## config.mk

```make
export PLATFORM = sky130hd
export DESIGN_NAME = mmba_top
export DESIGN_NICKNAME = d
export VERILOG_FILES = /design/src/hdl/mmba_cycle.v /design/src/hdl/mmba_sync.v /design/src/hdl/mmba_top.v
export VERILOG_INCLUDE_DIRS = /design/src /design/src/hdl
export SDC_FILE = /design/constraint.sdc
export NUM_CORES = 1
export LEC_CHECK = 0
export BUFFER_PORTS_ARGS = -buffer_cell sky130_fd_sc_hd__buf_4
export CORE_MARGIN = 8
export CORE_UTILIZATION = 45
export DETAILED_ROUTE_END_ITERATION = 10
export PLACE_DENSITY = 0.71
export SLEW_MARGIN = 20
export SYNTH_ARGS = -nofsm -noshare
export SYNTH_HDL_FRONTEND = slang
export SYNTH_SLANG_ARGS = --single-unit
```

## constraint.sdc

```tcl
create_clock -name aclk -period 2.32 [get_ports aclk]
set_input_delay 0.348 -clock aclk [delete_from_list [all_inputs] [get_ports aclk]]
set_output_delay 0.348 -clock aclk [all_outputs]
set_load 0.005 [all_outputs]
```

## src/hdl/mmba_consts.vh

```
`ifndef MMBA_CONSTS_VH
`define MMBA_CONSTS_VH

// --------------------------------------------------------------
// register map, byte addresses
// --------------------------------------------------------------
`define MMBA_ADDR_W      8
`define MMBA_REG_CTRL    8'h00
`define MMBA_REG_STATUS  8'h04
`define MMBA_REG_COUNT   8'h08

// control fields and reset value
`define MMBA_CTRL_RES    0
`define MMBA_CTRL_ANY    1
`define MMBA_CTRL_PBUSN  2
`define MMBA_CTRL_RST    3'h4

// --------------------------------------------------------------
// bus responses and processor status codes
// --------------------------------------------------------------
`define MMBA_RESP_OKAY   2'h0
`define MMBA_RESP_DECERR 2'h3
`define MMBA_ST_PASSIVE  3'h7
`define MMBA_ST_HALT     3'h3

`endif

```

## src/hdl/mmba_cycle.v

```verilog
`include "mmba_consts.vh"

// --------------------------------------------------------------
// processor cycle tracker from decoded status lines
// --------------------------------------------------------------
module mmba_cycle (
	input  wire       clk,
	input  wire       rst_n,
	input  wire [2:0] status,
	output wire       cycle_active,
	output wire       mem_cycle,
	output wire       halted,
	output wire       cycle_done
);
	reg       act_prev_r;
	reg       halt_r;

	// halt is not a transfer; passive marks the gap between cycles
	assign cycle_active = (status != `MMBA_ST_PASSIVE) && (status != `MMBA_ST_HALT);
	// interrupt acknowledge has bit two low, so it falls with IO
	assign mem_cycle    = cycle_active & status[2];
	assign cycle_done   = act_prev_r & ~cycle_active;
	assign halted       = halt_r;

	// halt stays remembered until the processor starts a new cycle
	always @(posedge clk) begin
		if (!rst_n) begin
			act_prev_r <= 1'b0;
			halt_r     <= 1'b0;
		end else begin
			act_prev_r <= cycle_active;
			if (status == `MMBA_ST_HALT)
				halt_r <= 1'b1;
			else if (cycle_active)
				halt_r <= 1'b0;
		end
	end
endmodule // mmba_cycle

```

## src/hdl/mmba_sync.v

```verilog
// --------------------------------------------------------------
// three-stage synchroniser with agreement filter
// --------------------------------------------------------------
module mmba_sync #(
	parameter             WIDTH = 1,
	parameter [WIDTH-1:0] INIT  = {WIDTH{1'b1}}
) (
	input  wire             clk,
	input  wire             rst_n,
	input  wire [WIDTH-1:0] d,
	output wire [WIDTH-1:0] q
);
	reg [WIDTH-1:0] s1_r;
	reg [WIDTH-1:0] s2_r;
	reg [WIDTH-1:0] s3_r;
	reg [WIDTH-1:0] out_r;
	wire [WIDTH-1:0] agree;

	// only stages two and three are compared; stage one may be metastable
	assign agree = ~(s2_r ^ s3_r);

	// a bit changes once the last two stages agree
	always @(posedge clk) begin
		if (!rst_n) begin
			s1_r  <= INIT;
			s2_r  <= INIT;
			s3_r  <= INIT;
			out_r <= INIT;
		end else begin
			s1_r  <= d;
			s2_r  <= s1_r;
			s3_r  <= s2_r;
			out_r <= (s3_r & agree) | (out_r & ~agree);
		end
	end

	assign q = out_r;
endmodule // mmba_sync

```

## src/hdl/mmba_top.v

```verilog
`include "mmba_consts.vh"

// --------------------------------------------------------------
// multi-master bus arbiter, device side
// --------------------------------------------------------------
module mmba_top #(
	parameter CNT_W = 16
) (
	input  wire        aclk,
	input  wire        aresetn,
	// register bus
	input  wire [7:0]  s_axi_awaddr,
	input  wire        s_axi_awvalid,
	output wire        s_axi_awready,
	input  wire [31:0] s_axi_wdata,
	input  wire [3:0]  s_axi_wstrb,
	input  wire        s_axi_wvalid,
	output wire        s_axi_wready,
	output wire [1:0]  s_axi_bresp,
	output wire        s_axi_bvalid,
	input  wire        s_axi_bready,
	input  wire [7:0]  s_axi_araddr,
	input  wire        s_axi_arvalid,
	output wire        s_axi_arready,
	output wire [31:0] s_axi_rdata,
	output wire [1:0]  s_axi_rresp,
	output wire        s_axi_rvalid,
	input  wire        s_axi_rready,
	// local processor side
	input  wire        status_bit_two,
	input  wire        status_bit_one,
	input  wire        status_bit_zero,
	input  wire        proc_lock_n,
	input  wire        common_request_lock_n,
	input  wire        system_or_local_select,
	output wire        address_drive_enable_n,
	// shared bus side
	input  wire        bus_clk,
	input  wire        bus_init_n,
	input  wire        priority_in_n,
	output wire        bus_request_out_n,
	input  wire        busy_in,
	output wire        busy_out,
	output wire        busy_oe,
	input  wire        common_bus_request_n,
	output wire        common_bus_request_out,
	output wire        common_bus_request_oe
);
	// --------------------------------------------------------------
	// states
	// --------------------------------------------------------------
	localparam [2:0] ST_IDLE = 3'b001;
	localparam [2:0] ST_REQ  = 3'b010;
	localparam [2:0] ST_OWN  = 3'b100;

	// --------------------------------------------------------------
	// declarations
	// --------------------------------------------------------------
	wire [10:0]      pins_s;
	wire             bclk_s;
	wire             pri_n_s;
	wire             busy_s;
	wire             common_bus_request_n_n_s;
	wire             lock_n_s;
	wire             common_request_lock_n_n_s;
	wire             sel_s;
	wire             init_n_s;
	wire [2:0]       stat_s;
	wire             cycle_active;
	wire             mem_cycle;
	wire             halted;
	wire             cycle_done;
	wire             bclk_fall;
	wire             res_mode;
	wire             any_mode;
	wire             io_mode;
	wire             sel_ok;
	wire             io_ok;
	wire             need_now;
	wire             common_bus_request_n_yield;
	wire             pri_yield;
	wire             surrender;
	wire             aw_take;
	wire             w_take;
	wire             wr_do;
	wire             ar_take;
	reg              bclk_prev_r;
	reg  [2:0]       state_r;
	reg  [2:0]       state_nxt;
	reg              bus_request_out_n_n_r;
	reg              aen_n_r;
	reg              busy_drv_r;
	reg              common_bus_request_n_drv_r;
	reg  [2:0]       ctrl_r;
	reg  [CNT_W-1:0] grant_cnt_r;
	reg              aw_full_r;
	reg  [7:0]       aw_addr_r;
	reg              w_full_r;
	reg  [31:0]      w_data_r;
	reg  [3:0]       w_strb_r;
	reg              bvalid_r;
	reg  [1:0]       bresp_r;
	reg              rvalid_r;
	reg  [1:0]       rresp_r;
	reg  [31:0]      rdata_r;

	// --------------------------------------------------------------
	// pin synchronisation
	// --------------------------------------------------------------
	// every processor and shared-bus pin crosses three stages and the filter register before use
	mmba_sync #(
		.WIDTH (11),
		.INIT  (11'h7FF)
	) u_sync (
		.clk   (aclk),
		.rst_n (aresetn),
		.d     ({bus_clk, priority_in_n, busy_in, common_bus_request_n,
		         proc_lock_n, common_request_lock_n, system_or_local_select,
		         bus_init_n, status_bit_two, status_bit_one, status_bit_zero}),
		.q     (pins_s)
	);

	assign bclk_s     = pins_s[10];
	assign pri_n_s    = pins_s[9];
	assign busy_s     = pins_s[8];
	assign common_bus_request_n_n_s   = pins_s[7];
	assign lock_n_s   = pins_s[6];
	assign common_request_lock_n_n_s = pins_s[5];
	assign sel_s      = pins_s[4];
	assign init_n_s   = pins_s[3];
	assign stat_s     = pins_s[2:0];

	// --------------------------------------------------------------
	// processor cycle tracking
	// --------------------------------------------------------------
	mmba_cycle u_cycle (
		.clk          (aclk),
		.rst_n        (aresetn),
		.status       (stat_s),
		.cycle_active (cycle_active),
		.mem_cycle    (mem_cycle),
		.halted       (halted),
		.cycle_done   (cycle_done)
	);

	// --------------------------------------------------------------
	// bus clock edge finder
	// --------------------------------------------------------------
	// shared-bus decisions other than initialisation are made only on a falling bus clock edge
	always @(posedge aclk) begin
		if (!aresetn)
			bclk_prev_r <= 1'b0;
		else
			bclk_prev_r <= bclk_s;
	end

	assign bclk_fall = bclk_prev_r & ~bclk_s;

	// --------------------------------------------------------------
	// mode decoding
	// --------------------------------------------------------------
	// straps are plain levels; software should change them only while idle
	assign res_mode = ctrl_r[`MMBA_CTRL_RES];
	assign any_mode = ctrl_r[`MMBA_CTRL_ANY];
	assign io_mode  = ~ctrl_r[`MMBA_CTRL_PBUSN];

	// select line counts only with the resident strap high
	assign sel_ok   = res_mode ? sel_s : 1'b1;

	// peripheral mode asks only for memory cycles
	assign io_ok    = io_mode ? mem_cycle : 1'b1;

	// the current processor cycle needs the shared bus
	assign need_now = cycle_active & sel_ok & io_ok;

	// --------------------------------------------------------------
	// surrender conditions
	// --------------------------------------------------------------
	// common-request line: with yield-to-any the bus goes at cycle end,
	// otherwise only when the current cycle does not need it
	assign common_bus_request_n_yield = ~common_bus_request_n_n_s & common_request_lock_n_n_s
	                  & (any_mode ? ~cycle_active
	                              : (~need_now | halted));

	// a higher-priority master waits for the end of the present cycle
	assign pri_yield  = pri_n_s & ~cycle_active;

	// halt is the only voluntary release; lock overrides everything but initialisation
	assign surrender  = lock_n_s & (common_bus_request_n_yield | pri_yield | halted);

	// --------------------------------------------------------------
	// arbitration state machine
	// --------------------------------------------------------------
	always @* begin
		state_nxt = state_r;
		case (state_r)
			ST_IDLE: begin
				if (bclk_fall && need_now)
					state_nxt = ST_REQ;
			end
			ST_REQ: begin
				// priority granted and busy line free
				if (bclk_fall && !pri_n_s && busy_s)
					state_nxt = ST_OWN;
			end
			ST_OWN: begin
				if (bclk_fall && surrender)
					state_nxt = ST_IDLE;
			end
			default: begin
				state_nxt = ST_IDLE;
			end
		endcase
		// initialisation takes the bus away at once
		if (!init_n_s)
			state_nxt = ST_IDLE;
	end

	// state and registered pin drivers
	always @(posedge aclk) begin
		if (!aresetn) begin
			state_r    <= ST_IDLE;
			bus_request_out_n_n_r   <= 1'b1;
			aen_n_r    <= 1'b1;
			busy_drv_r <= 1'b0;
			common_bus_request_n_drv_r <= 1'b0;
		end else begin
			state_r    <= state_nxt;
			// request stays low while requesting or owning
			bus_request_out_n_n_r   <= (state_nxt == ST_IDLE);
			// latches and controller drive only while we own the bus
			aen_n_r    <= (state_nxt != ST_OWN);
			busy_drv_r <= (state_nxt == ST_OWN);
			// only a waiting arbiter pulls the common line
			common_bus_request_n_drv_r <= (state_nxt == ST_REQ);
		end
	end

	assign bus_request_out_n      = bus_request_out_n_n_r;
	assign address_drive_enable_n = aen_n_r;
	assign busy_out               = 1'b0;
	assign busy_oe                = busy_drv_r;
	assign common_bus_request_out = 1'b0;
	assign common_bus_request_oe  = common_bus_request_n_drv_r;

	// --------------------------------------------------------------
	// bus grant counter
	// --------------------------------------------------------------
	// a grant in the clearing cycle still counts
	always @(posedge aclk) begin
		if (!aresetn)
			grant_cnt_r <= {CNT_W{1'b0}};
		else if (state_r == ST_REQ && state_nxt == ST_OWN)
			grant_cnt_r <= (wr_do && aw_addr_r == `MMBA_REG_COUNT) ?
			               {{(CNT_W-1){1'b0}}, 1'b1} : grant_cnt_r + 1'b1;
		else if (wr_do && aw_addr_r == `MMBA_REG_COUNT)
			grant_cnt_r <= {CNT_W{1'b0}};
	end

	// --------------------------------------------------------------
	// register bus, write side
	// --------------------------------------------------------------
	// address and data are held independently, in either order
	assign s_axi_awready = ~aw_full_r;
	assign s_axi_wready  = ~w_full_r;
	assign aw_take       = s_axi_awvalid & ~aw_full_r;
	assign w_take        = s_axi_wvalid & ~w_full_r;
	assign wr_do         = aw_full_r & w_full_r & ~bvalid_r;

	always @(posedge aclk) begin
		if (!aresetn) begin
			aw_full_r <= 1'b0;
			aw_addr_r <= 8'h00;
			w_full_r  <= 1'b0;
			w_data_r  <= 32'h0000_0000;
			w_strb_r  <= 4'h0;
			bvalid_r  <= 1'b0;
			bresp_r   <= `MMBA_RESP_OKAY;
		end else begin
			if (aw_take) begin
				aw_full_r <= 1'b1;
				aw_addr_r <= s_axi_awaddr;
			end
			if (w_take) begin
				w_full_r <= 1'b1;
				w_data_r <= s_axi_wdata;
				w_strb_r <= s_axi_wstrb;
			end
			// both halves present: commit and answer
			if (wr_do) begin
				aw_full_r <= 1'b0;
				w_full_r  <= 1'b0;
				bvalid_r  <= 1'b1;
				case (aw_addr_r)
					`MMBA_REG_CTRL,
					`MMBA_REG_STATUS,
					`MMBA_REG_COUNT: bresp_r <= `MMBA_RESP_OKAY;
					default:         bresp_r <= `MMBA_RESP_DECERR;
				endcase
			end else if (bvalid_r && s_axi_bready) begin
				bvalid_r <= 1'b0;
			end
		end
	end

	// control register; status writes are ignored
	always @(posedge aclk) begin
		if (!aresetn)
			ctrl_r <= `MMBA_CTRL_RST;
		else if (wr_do && aw_addr_r == `MMBA_REG_CTRL && w_strb_r[0])
			ctrl_r <= w_data_r[2:0];
	end

	assign s_axi_bvalid = bvalid_r;
	assign s_axi_bresp  = bresp_r;

	// --------------------------------------------------------------
	// register bus, read side
	// --------------------------------------------------------------
	// one read at a time; no new address until the data is taken
	assign s_axi_arready = ~rvalid_r;
	assign ar_take       = s_axi_arvalid & ~rvalid_r;

	always @(posedge aclk) begin
		if (!aresetn) begin
			rvalid_r <= 1'b0;
			rresp_r  <= `MMBA_RESP_OKAY;
			rdata_r  <= 32'h0000_0000;
		end else if (ar_take) begin
			rvalid_r <= 1'b1;
			rresp_r  <= `MMBA_RESP_OKAY;
			case (s_axi_araddr)
				`MMBA_REG_CTRL:
					rdata_r <= {29'h0, ctrl_r};
				`MMBA_REG_STATUS:
					rdata_r <= {23'h0, ~lock_n_s, halted, cycle_active,
					            common_bus_request_n_n_s, busy_s, aen_n_r, bus_request_out_n_n_r,
					            state_r[1], state_r[2]};
				`MMBA_REG_COUNT:
					rdata_r <= {{(32-CNT_W){1'b0}}, grant_cnt_r};
				default: begin
					rdata_r <= 32'h0000_0000;
					rresp_r <= `MMBA_RESP_DECERR;
				end
			endcase
		end else if (rvalid_r && s_axi_rready) begin
			rvalid_r <= 1'b0;
		end
	end

	assign s_axi_rvalid = rvalid_r;
	assign s_axi_rresp  = rresp_r;
	assign s_axi_rdata  = rdata_r;
endmodule // mmba_top

```

* Yosys cells after proc, flatten, opt, wreduce, memory -nomap -nowiden
Index checks and enable logic that the tools add are counted.
Cells by class: reductions and logical operators 21, add/sub/neg operators 1, bitwise gates (word level) 32, eq/ne operators 14, mux-type cells 20
Operators by type and width (number):
- 16-bit 2-to-1 mux | 3
- 16-bit one-hot mux with 3 select lines | 1
- 11-bit AND | 2
- 11-bit inverter | 2
- 16-bit by 1-bit adder with 16-bit output (second input constant) | 1
- 8-bit by 3-bit == test with 1-bit output (second input constant) | 2
- 8-bit by 4-bit == test with 1-bit output (second input constant) | 2
- 8-bit logical NOT | 2
- 1-bit AND | 13
- 3-bit 2-to-1 mux | 4
- 1-bit logical AND | 11
- 11-bit bitwise OR | 1
- 11-bit bitwise XOR | 1
- 1-bit inverter | 10
- 3-bit by 2-bit == test with 1-bit output (second input constant) | 3
- 1-bit 2-to-1 mux | 9
- 3-bit one-hot mux with 3 select lines | 1
- 2-bit nonzero test | 4
- 3-bit by 1-bit == test with 1-bit output (second input constant) | 2
- 3-bit == test (second input constant) | 2
- 3-bit inequality test (second input constant) | 2
- 3-bit OR reduction | 2
- 2-bit 2-to-1 mux | 2
- 3-bit by 2-bit inequality test with 1-bit output (second input constant) | 1
- 3 further kinds | 5
Storage, ports and cells: output and inout port bits 47, input bits 70, word-level logic and storage cells 111, register bits after elaboration 124

* Depth between registers and ports, before layout
Gate-level depths: netlist (run 1).
depth after elaboration 19, mapped depth 7, gate-level depth less buffers 4

* By module
Synthesis (run 1) repeated with hierarchy kept, for this count alone.
Second synthesis, totals: cells, all modules 438, area total of the unflattened synthesis 4235.3 um^2
By module, submodules not included:
- mmba_top | area each 2881.5 um^2, times used 1, cells each 316, sequential area each 1221.2 um^2
- mmba_sync | area each 1262.5 um^2, times used 1, cells each 114, sequential area each 880.8 um^2
- mmba_cycle | area each 91.3 um^2, times used 1, cells each 8, sequential area each 40.0 um^2

* Least setup slack after synthesis (run 1)
No wires, ideal clock.
path kind flip-flop to flip-flop, start register state_r[2], end register grant_cnt_r[12], slack 716 ps, required time 2250 ps, buffers on the path 2, period minus slack after synthesis 1604 ps, setup time 70 ps, stages on the path, launching flop included 7, arrival time 1535 ps, cells stage by stage dfxtp_1 buf_6 nor4bb_1 buf_4 nand4_4 or4_1 a21oi_1
Between the ends: cells in the longest elaborated chain, start to end 6, elaborated cells on any way between the ends 12, those cells by class 4 x eq/ne; 6 x mux; 2 x reduce/logical
Ends and longest elaborated chain:
- start: declaration | RTL line mmba_top.v:88 | reg [2:0] state_r;
- start signal: assignment | RTL line mmba_top.v:228 | state_r <= state_nxt;
- 3-bit == test (tied with other cells) | RTL line mmba_top.v:196 | case (state_r)
- 3-bit one-hot mux with 3 select lines | RTL line mmba_top.v:196
- 3-bit 2-to-1 mux | RTL line mmba_top.v:215 | if (!init_n_s)
- 3-bit == test | RTL line mmba_top.v:253 | else if (state_r == ST_REQ && state_nxt == ST_OWN)
- 1-bit logical AND (*) | RTL line mmba_top.v:253
- 16-bit 2-to-1 mux / 2-bit nonzero test (equally long branches)
- end signal: assignment | RTL line mmba_top.v:252 | grant_cnt_r <= {CNT_W{1'b0}};
- end signal: assignment | RTL line mmba_top.v:254 | grant_cnt_r <= (wr_do && aw_addr_r == `MMBA_REG_COUNT) ?
- end signal: assignment | RTL line mmba_top.v:257 | grant_cnt_r <= {CNT_W{1'b0}};
- end: declaration | RTL line mmba_top.v:95 | reg [CNT_W-1:0] grant_cnt_r;
Mark *: on every way between the ends. The rest lies on a longest branch, timed or not. A chain may end at the register's enable or synchronous reset.

==> impl_metrics.tcl, run 1 <==
set metrics [dict create \
    status "finished clean" \
    drive_above_1_share_pct 17.95 \
    cts_resized 0 \
    min_period_ns 1.872 \
    ys_warn_count 0 \
    final_area_um2 4853 \
    synth_simple_gate_area_share_pct 24.07 \
    synthAdderAreaFrac_pct 0.3039 \
    dr_wl_met2_mm 3.968 \
    p_sw_share_pct 22.89 \
    path_clk_slew_ns 0.10 \
    dr_wl_met3_um 386 \
    tightest_slew_ns 0.6528 \
    gp_congestion 0.8191 \
    port_buffers 66 \
    die_height_um 111.7 \
    fill_cells 854 \
    die_area_um2 12470 \
    synth_compound_area_share_pct 11.52 \
    p_leak_nw 1.970 \
    vias 3133 \
    relSlewSlack_pct 56.39 \
    cts_sinks 106 \
    cts_buffers 9 \
    fin_util_pct 53.54 \
    placed_cells 602 \
    critical_path_arrival_ns 2.16 \
    pwr-share-seq_pct 56.0 \
    wl_per_cell_um 13.28 \
    synth_enable_flop_cells 0 \
    yosysUniqueCellTypes 43 \
    hold_viol_final 0 \
    place_area_um2 4622 \
    antenna_found_initial 0 \
    maxSlewViolCount 0 \
    path_class "reg -> reg" \
    ctsHoldBuffers 0 \
    wl_met1_mm 3.765 \
    switchingPower_mw 0.7716 \
    pwr-share-comb_pct 6.2 \
    die_x_um 111.7 \
    cts_root_buf "clkbuf_8" \
    synth_top_family_by_area "simple AND/OR/NAND/NOR gates" \
    grt_pass1_vias 3104 \
    initialDrtViolationCount 125 \
    power_density_nw_per_um2 694.7 \
    rsz0062_at_grt "no" \
    async_flop_share_pct 0 \
    cts_tree "yes" \
    viasPerCell 5.070 \
    vdd_drop_max_uv 483.5 \
    diodes 0 \
    clock_path_buffers 2 \
    synth-xor-area-share_pct 0.8508 \
    overflow 0 \
    required_ns 2.61 \
    setup.worst_path.end_class "flip-flop" \
    fmax_ghz 0.5343 \
    final_net_count 573 \
    postCtsSetupBuffers 0 \
    synth.area.mux_share_pct 5.105 \
    fin_cells 618 \
    period_share_pct 80.68 \
    drc_errors 0 \
    yosys_register_bits 106 \
    syn_area_per_cell_um2 9.316 \
    synthesis.area_um2 4118 \
    place_hpwl_mm 6.086 \
    multiInputGateArea_um2 1790 \
    start_util_pct 45.42 \
    grt_max_degree 36 \
    globalRouteTotalUtil_pct 13.63 \
    finalClockSkew_ns 0.01332 \
    ys_seq_area_share_pct 51.53 \
    core_um2 9065 \
    ff_latch_area_um2 2122 \
    rows 35 \
    tns_ns 0 \
    io_pins 117 \
    clk_latency_ns 0.36 \
    crit_path_start_kind "flip-flop" \
    ant_nets 0 \
    dp_slack_ns 0.5199 \
    layout_setup_ws_ns 0.4483 \
    final-setup-viol-count 0 \
    top_layer_used "met4" \
    critPathMaxFanout 7 \
    area.growth.synth_to_final_pct 17.87 \
    p_clk_share_pct 37.8 \
    maxCapViolCount 0 \
    synthFlopType "dfxtp_1" \
    min_path_type "in -> reg" \
    first_pass_iters 4 \
    p_int_mw 2.600 \
    cts_max_level 3 \
    syn_inst 442 \
    grt_pass1_wl_mm 14.35 \
    wl_mm 8.210 \
]
[placed cells by master, fill, tap and decap left out, types with 6 or more instances in the layout]
master	synthesis	routed
dfxtp_1	106	106
buf_4	21	72
nor2_1	48	48
nand2b_1	39	39
a21oi_1	35	35
nand2_1	26	26
mux2i_1	21	21
o21ai_0	18	18
conb_1	1	18
nand3_1	15	15
nor2b_1	11	11
clkbuf_8	0	9
nand4_1	8	8
inv_1	7	7
a22oi_1	7	7
a22o_1	6	6
[stage by stage]
step           total power [mW]  hold WS, ns
3_5_place_dp              2.142       0.3922
4_1_cts                   3.405       0.1427
6_report                  3.372       0.1596
2_1_floorplan             2.071       0.3863
3_3_place_gp              2.134       0.3899
5_1_grt                   3.515       0.1353
[Yosys cell counts (3+ instances only)]
| master | n | share of area (%) |
|---|---|---|
| dfxtp_1 | 106 | 52 |
| nor2_1 | 48 | 4.4 |
| nand2b_1 | 39 | 5.9 |
| a21oi_1 | 35 | 4.3 |
| nand2_1 | 26 | 2.4 |
| buf_4 | 21 | 3.8 |
| mux2i_1 | 21 | 5.1 |
| o21ai_0 | 18 | 2.2 |
| clkbuf_1 | 15 | 1.4 |
| nand3_1 | 15 | 1.8 |
| nor2b_1 | 11 | 1.7 |
| nand4_1 | 8 | 1.2 |
| a22oi_1 | 7 | 1.3 |
| inv_1 | 7 | 0.64 |
| a22o_1 | 6 | 1.3 |
| and2_1 | 4 | 0.61 |
| nor3_1 | 4 | 0.49 |
| o31ai_1 | 4 | 0.73 |
| or3_1 | 4 | 0.61 |
| or4_1 | 4 | 0.73 |
| xor2_1 | 4 | 0.85 |
| and3b_1 | 3 | 0.64 |
| nor4bb_1 | 3 | 0.73 |
| o2bb2ai_1 | 3 | 0.64 |
[kinds of logic (layout without fill, tap and decap cells)]
logic type / after synthesis / count (layout)
buffers and inverters: 48 / 96
DFF: 106 / 106
xor gates and xnor gates: 4 / 4
and+or+nand+nor: 182 / 182
other: 1 / 18
muxes: 21 / 21
adders and majority gates: 1 / 1
AOI/OAI and AO/OA: 79 / 79
[power by group through the flow]
| stage | Sequential, mW | Combinational, mW | Clock [mW] |
|---|---|---|---|
| finish | 1.89 | 0.210 | 1.27 |
| global route | 1.90 | 0.236 | 1.38 |
| CTS | 1.89 | 0.211 | 1.30 |
| detailed placement | 1.93 | 0.211 | 0 |
| global placement | 1.93 | 0.205 | 0 |
| floorplan | 1.92 | 0.146 | 0 |
[metal layers]
metal,global-route usage [%],vias to the layer above
li1,-,1607
met1,16.39,1456
met2,22.74,60
met3,4.113,10
met4,4.376,0
met5,0,-
[worst max-delay path: stages (launching register included)]
cell	delay, ns
dfxtp_1	0.41
nor4bb_1	0.39
a21oi_1	0.29
or4_1	0.56
a21oi_1	0.14
[cell type report]
| cell class | instances | share of cell area (%) |
|---|---|---|
| Multi-Input combinational cell | 305 | 36.89 |
| Tap cell | 111 | 2.862 |
| Clock buffer | 9 | 2.552 |
| Inverter | 8 | 0.6187 |
| Clock inverter | 7 | 2.217 |
| Sequential cell | 106 | 43.72 |
| Timing Repair Buffer | 72 | 11.14 |
[path summary, 6_finish.rpt]
path,from,to,slack (ns),cells past startpoint
setup / recovery,flip-flop,grant_cnt_r[14]$_SDFFE_PN0P_,0.45,4
hold / removal,proc_lock_n,u_sync.s1_r[6]$_SDFF_PN1_,0.16,2
setup reg to reg,flip-flop,grant_cnt_r[14]$_SDFFE_PN0P_,0.45,4
hold reg to reg,u_sync.s1_r[2]$_SDFF_PN1_,u_sync.s2_r[2]$_SDFF_PN1_,0.41,1
(Power assumes the default switching activity.)
==> run 2, diff against run 1 <==
--- a/config.mk
+++ b/config.mk
@@ -10,7 +10,7 @@
 export CORE_MARGIN = 8
 export CORE_UTILIZATION = 45
 export DETAILED_ROUTE_END_ITERATION = 10
-export PLACE_DENSITY = 0.71
+export PLACE_DENSITY = 0.73
 export SLEW_MARGIN = 20
 export SYNTH_ARGS = -nofsm -noshare
 export SYNTH_HDL_FRONTEND = slang
==> constraint.sdc (replaced) <==
create_clock -name aclk -period 1.6 [get_ports aclk]
set_input_delay 0.24 -clock aclk [delete_from_list [all_inputs] [get_ports aclk]]
set_output_delay 0.24 -clock aclk [all_outputs]
set_load 0.005 [all_outputs]
==> run 2 against run 1 <==
Against the previous run:
- the run now ends with negative setup slack left
- global-route usage is 0.80 points higher
- first-iteration DRC count increased by 29%
- flip-flop and latch count unchanged
- power is 40% higher
- non-clock buffer count up 26
- via count is 4.5% higher
- critical endpoint unchanged
- worst hold slack worse by 0.13 ns
- core utilization is 3.5 points higher
- clock skew fell by 0.0014 ns
- cell count up 4.2%
==> impl_metrics.tcl, run 2 (same netlist as run 1, synthesis figures left out) <==
set metrics [dict create \
    layout_commonest_cell "dfxtp_1" \
    vdd_drop_max_uv 537.9 \
    maxSlewViolCount 0 \
    cts_max_level 3 \
    min_period_ns 1.615 \
    wl_mm 8.936 \
    overflow 0 \
    initialDrtViolationCount 161 \
    wl_per_cell_um 13.88 \
    rows 35 \
    first_pass_iters 4 \
    path_clk_slew_ns 0.12 \
    final-setup-viol-count 1 \
    cts_sinks 106 \
    globalRouteTotalUtil_pct 14.42 \
    area.growth.synth_to_final_pct 25.58 \
    viasPerCell 5.082 \
    fmax_ghz 0.6191 \
    tightest_slew_ns 0.5966 \
    power_density_nw_per_um2 915.2 \
    ant_nets 0 \
    path_class "reg -> reg" \
    critical_path_arrival_ns 1.92 \
    grt_max_degree 52 \
    power_mw 4.733 \
    clock_path_buffers 2 \
    final_net_count 599 \
    clk_latency_ns 0.38 \
    vias 3273 \
    layout_common_cells "dfxtp_1, buf_4, nor2_1" \
    period_share_pct 101.0 \
    drive_above_1_share_pct 26.64 \
    cts_buffers 9 \
    die_area_um2 12470 \
    crit_path_start_kind "flip-flop" \
    rsz0062_at_grt "yes" \
    core_um2 9065 \
    maxCapViolCount 0 \
    place_hpwl_mm 6.473 \
    cts_tree "yes" \
    hold_viol_final 0 \
    min_path_type "in -> reg" \
    finalClockSkew_ns 0.01191 \
    port_buffers 66 \
    grt_pass1_vias 3180 \
    grt_pass1_wl_mm 14.91 \
    die_height_um 111.7 \
    cts_root_buf "clkbuf_8" \
    drc_errors 0 \
    tns_ns -0.01533 \
    violations "negative setup slack" \
    status "finished with violations" \
    p_leak_nw 2.113 \
    io_pins 117 \
    required_ns 1.91 \
    antenna_found_initial 0 \
    start_util_pct 45.42 \
    setup.worst_path.end_class "flip-flop" \
    ctsHoldBuffers 0 \
    critPathMaxFanout 6 \
    relSlewSlack_pct 60.13 \
    layout_setup_ws_ns -0.01533 \
    diodes 0 \
    gp_congestion 0.8399 \
    die_x_um 111.7 \
]
run 2: cell types whose count changed in the layout (fill, tap and decap cells not counted), moves of 3 or more:
cell / change
dfxtp_1: -5
nor4bb_1: -3
or4_1: -3
or3_1: -3
or3_4: +3
or4_4: +3
a21oi_1: -6
dfxtp_2: +5
a21oi_2: +6
buf_4: +23
run 2: report_power, final:
group	total, mW	internal [mW]	switching (mW)
clock	1.67	0.638	1.03
combinational	0.325	0.168	0.157
sequential	2.74	2.70	0.0366
total	4.73	3.51	1.22
run 2: cell type report:
type | count | area, um^2
flip-flops and latches | 106 | 2128
inverters | 8 | 30.03
clock buffers | 9 | 123.9
multi-input cells | 305 | 1908
clock inverters | 7 | 86.33
well taps | 111 | 138.9
repair buffers | 98 | 755.7
fillers | 787 | 3894
run 2: path summary, 6_finish.rpt:
check / startpoint / cells after the start / slack, ns / endpoint
hold reg to reg: u_sync.s1_r[5]$_SDFF_PN1_ / 1 / 0.42 / u_sync.s2_r[5]$_SDFF_PN1_
hold / removal: bus_clk / 2 / 0.03 / u_sync.s1_r[10]$_SDFF_PN1_
setup / recovery: flip-flop / 5 / -0.02 / grant_cnt_r[14]$_SDFFE_PN0P_
setup reg to reg: flip-flop / 5 / -0.02 / grant_cnt_r[14]$_SDFFE_PN0P_
run 2: metrics by stage:
step	instances	cell area, um^2	utilization, %	worst slack (ns)	hold WS (ns)
floorplan	459	4182	-	-0.004444	0.3415
global placement	623	4792	52.86	-0.07381	0.3898
detailed placement	623	4792	52.86	-0.1049	0.3925
CTS	641	5076	56.00	-0.03395	0.01626
global route	644	5171	57.05	-0.09184	0.01051
finish	644	5171	57.05	-0.01533	0.03280
run 2: repair_timing:
action | CTS | global route
setup buffers | 2 | 3
hold endpoints to repair | 0 | 0
resized for setup | 13 | 17
pin swaps | 6 | 6
setup endpoints to repair | 10 | 14
run 2: metal layers:
metal | share of wire (%) | track usage [%]
met5 | 0 | 0
met1 | 43 | 16.14
met3 | 4.8 | 4.329
met4 | 1.3 | 4.923
met2 | 51 | 25.44
run 2: worst max-delay path, stage by stage (launching register included):
cell	delay [ns]
dfxtp_2	0.34
nor4bb_2	0.26
buf_4	0.17
a21oi_2	0.10
or4_4	0.53
a21oi_2	0.14
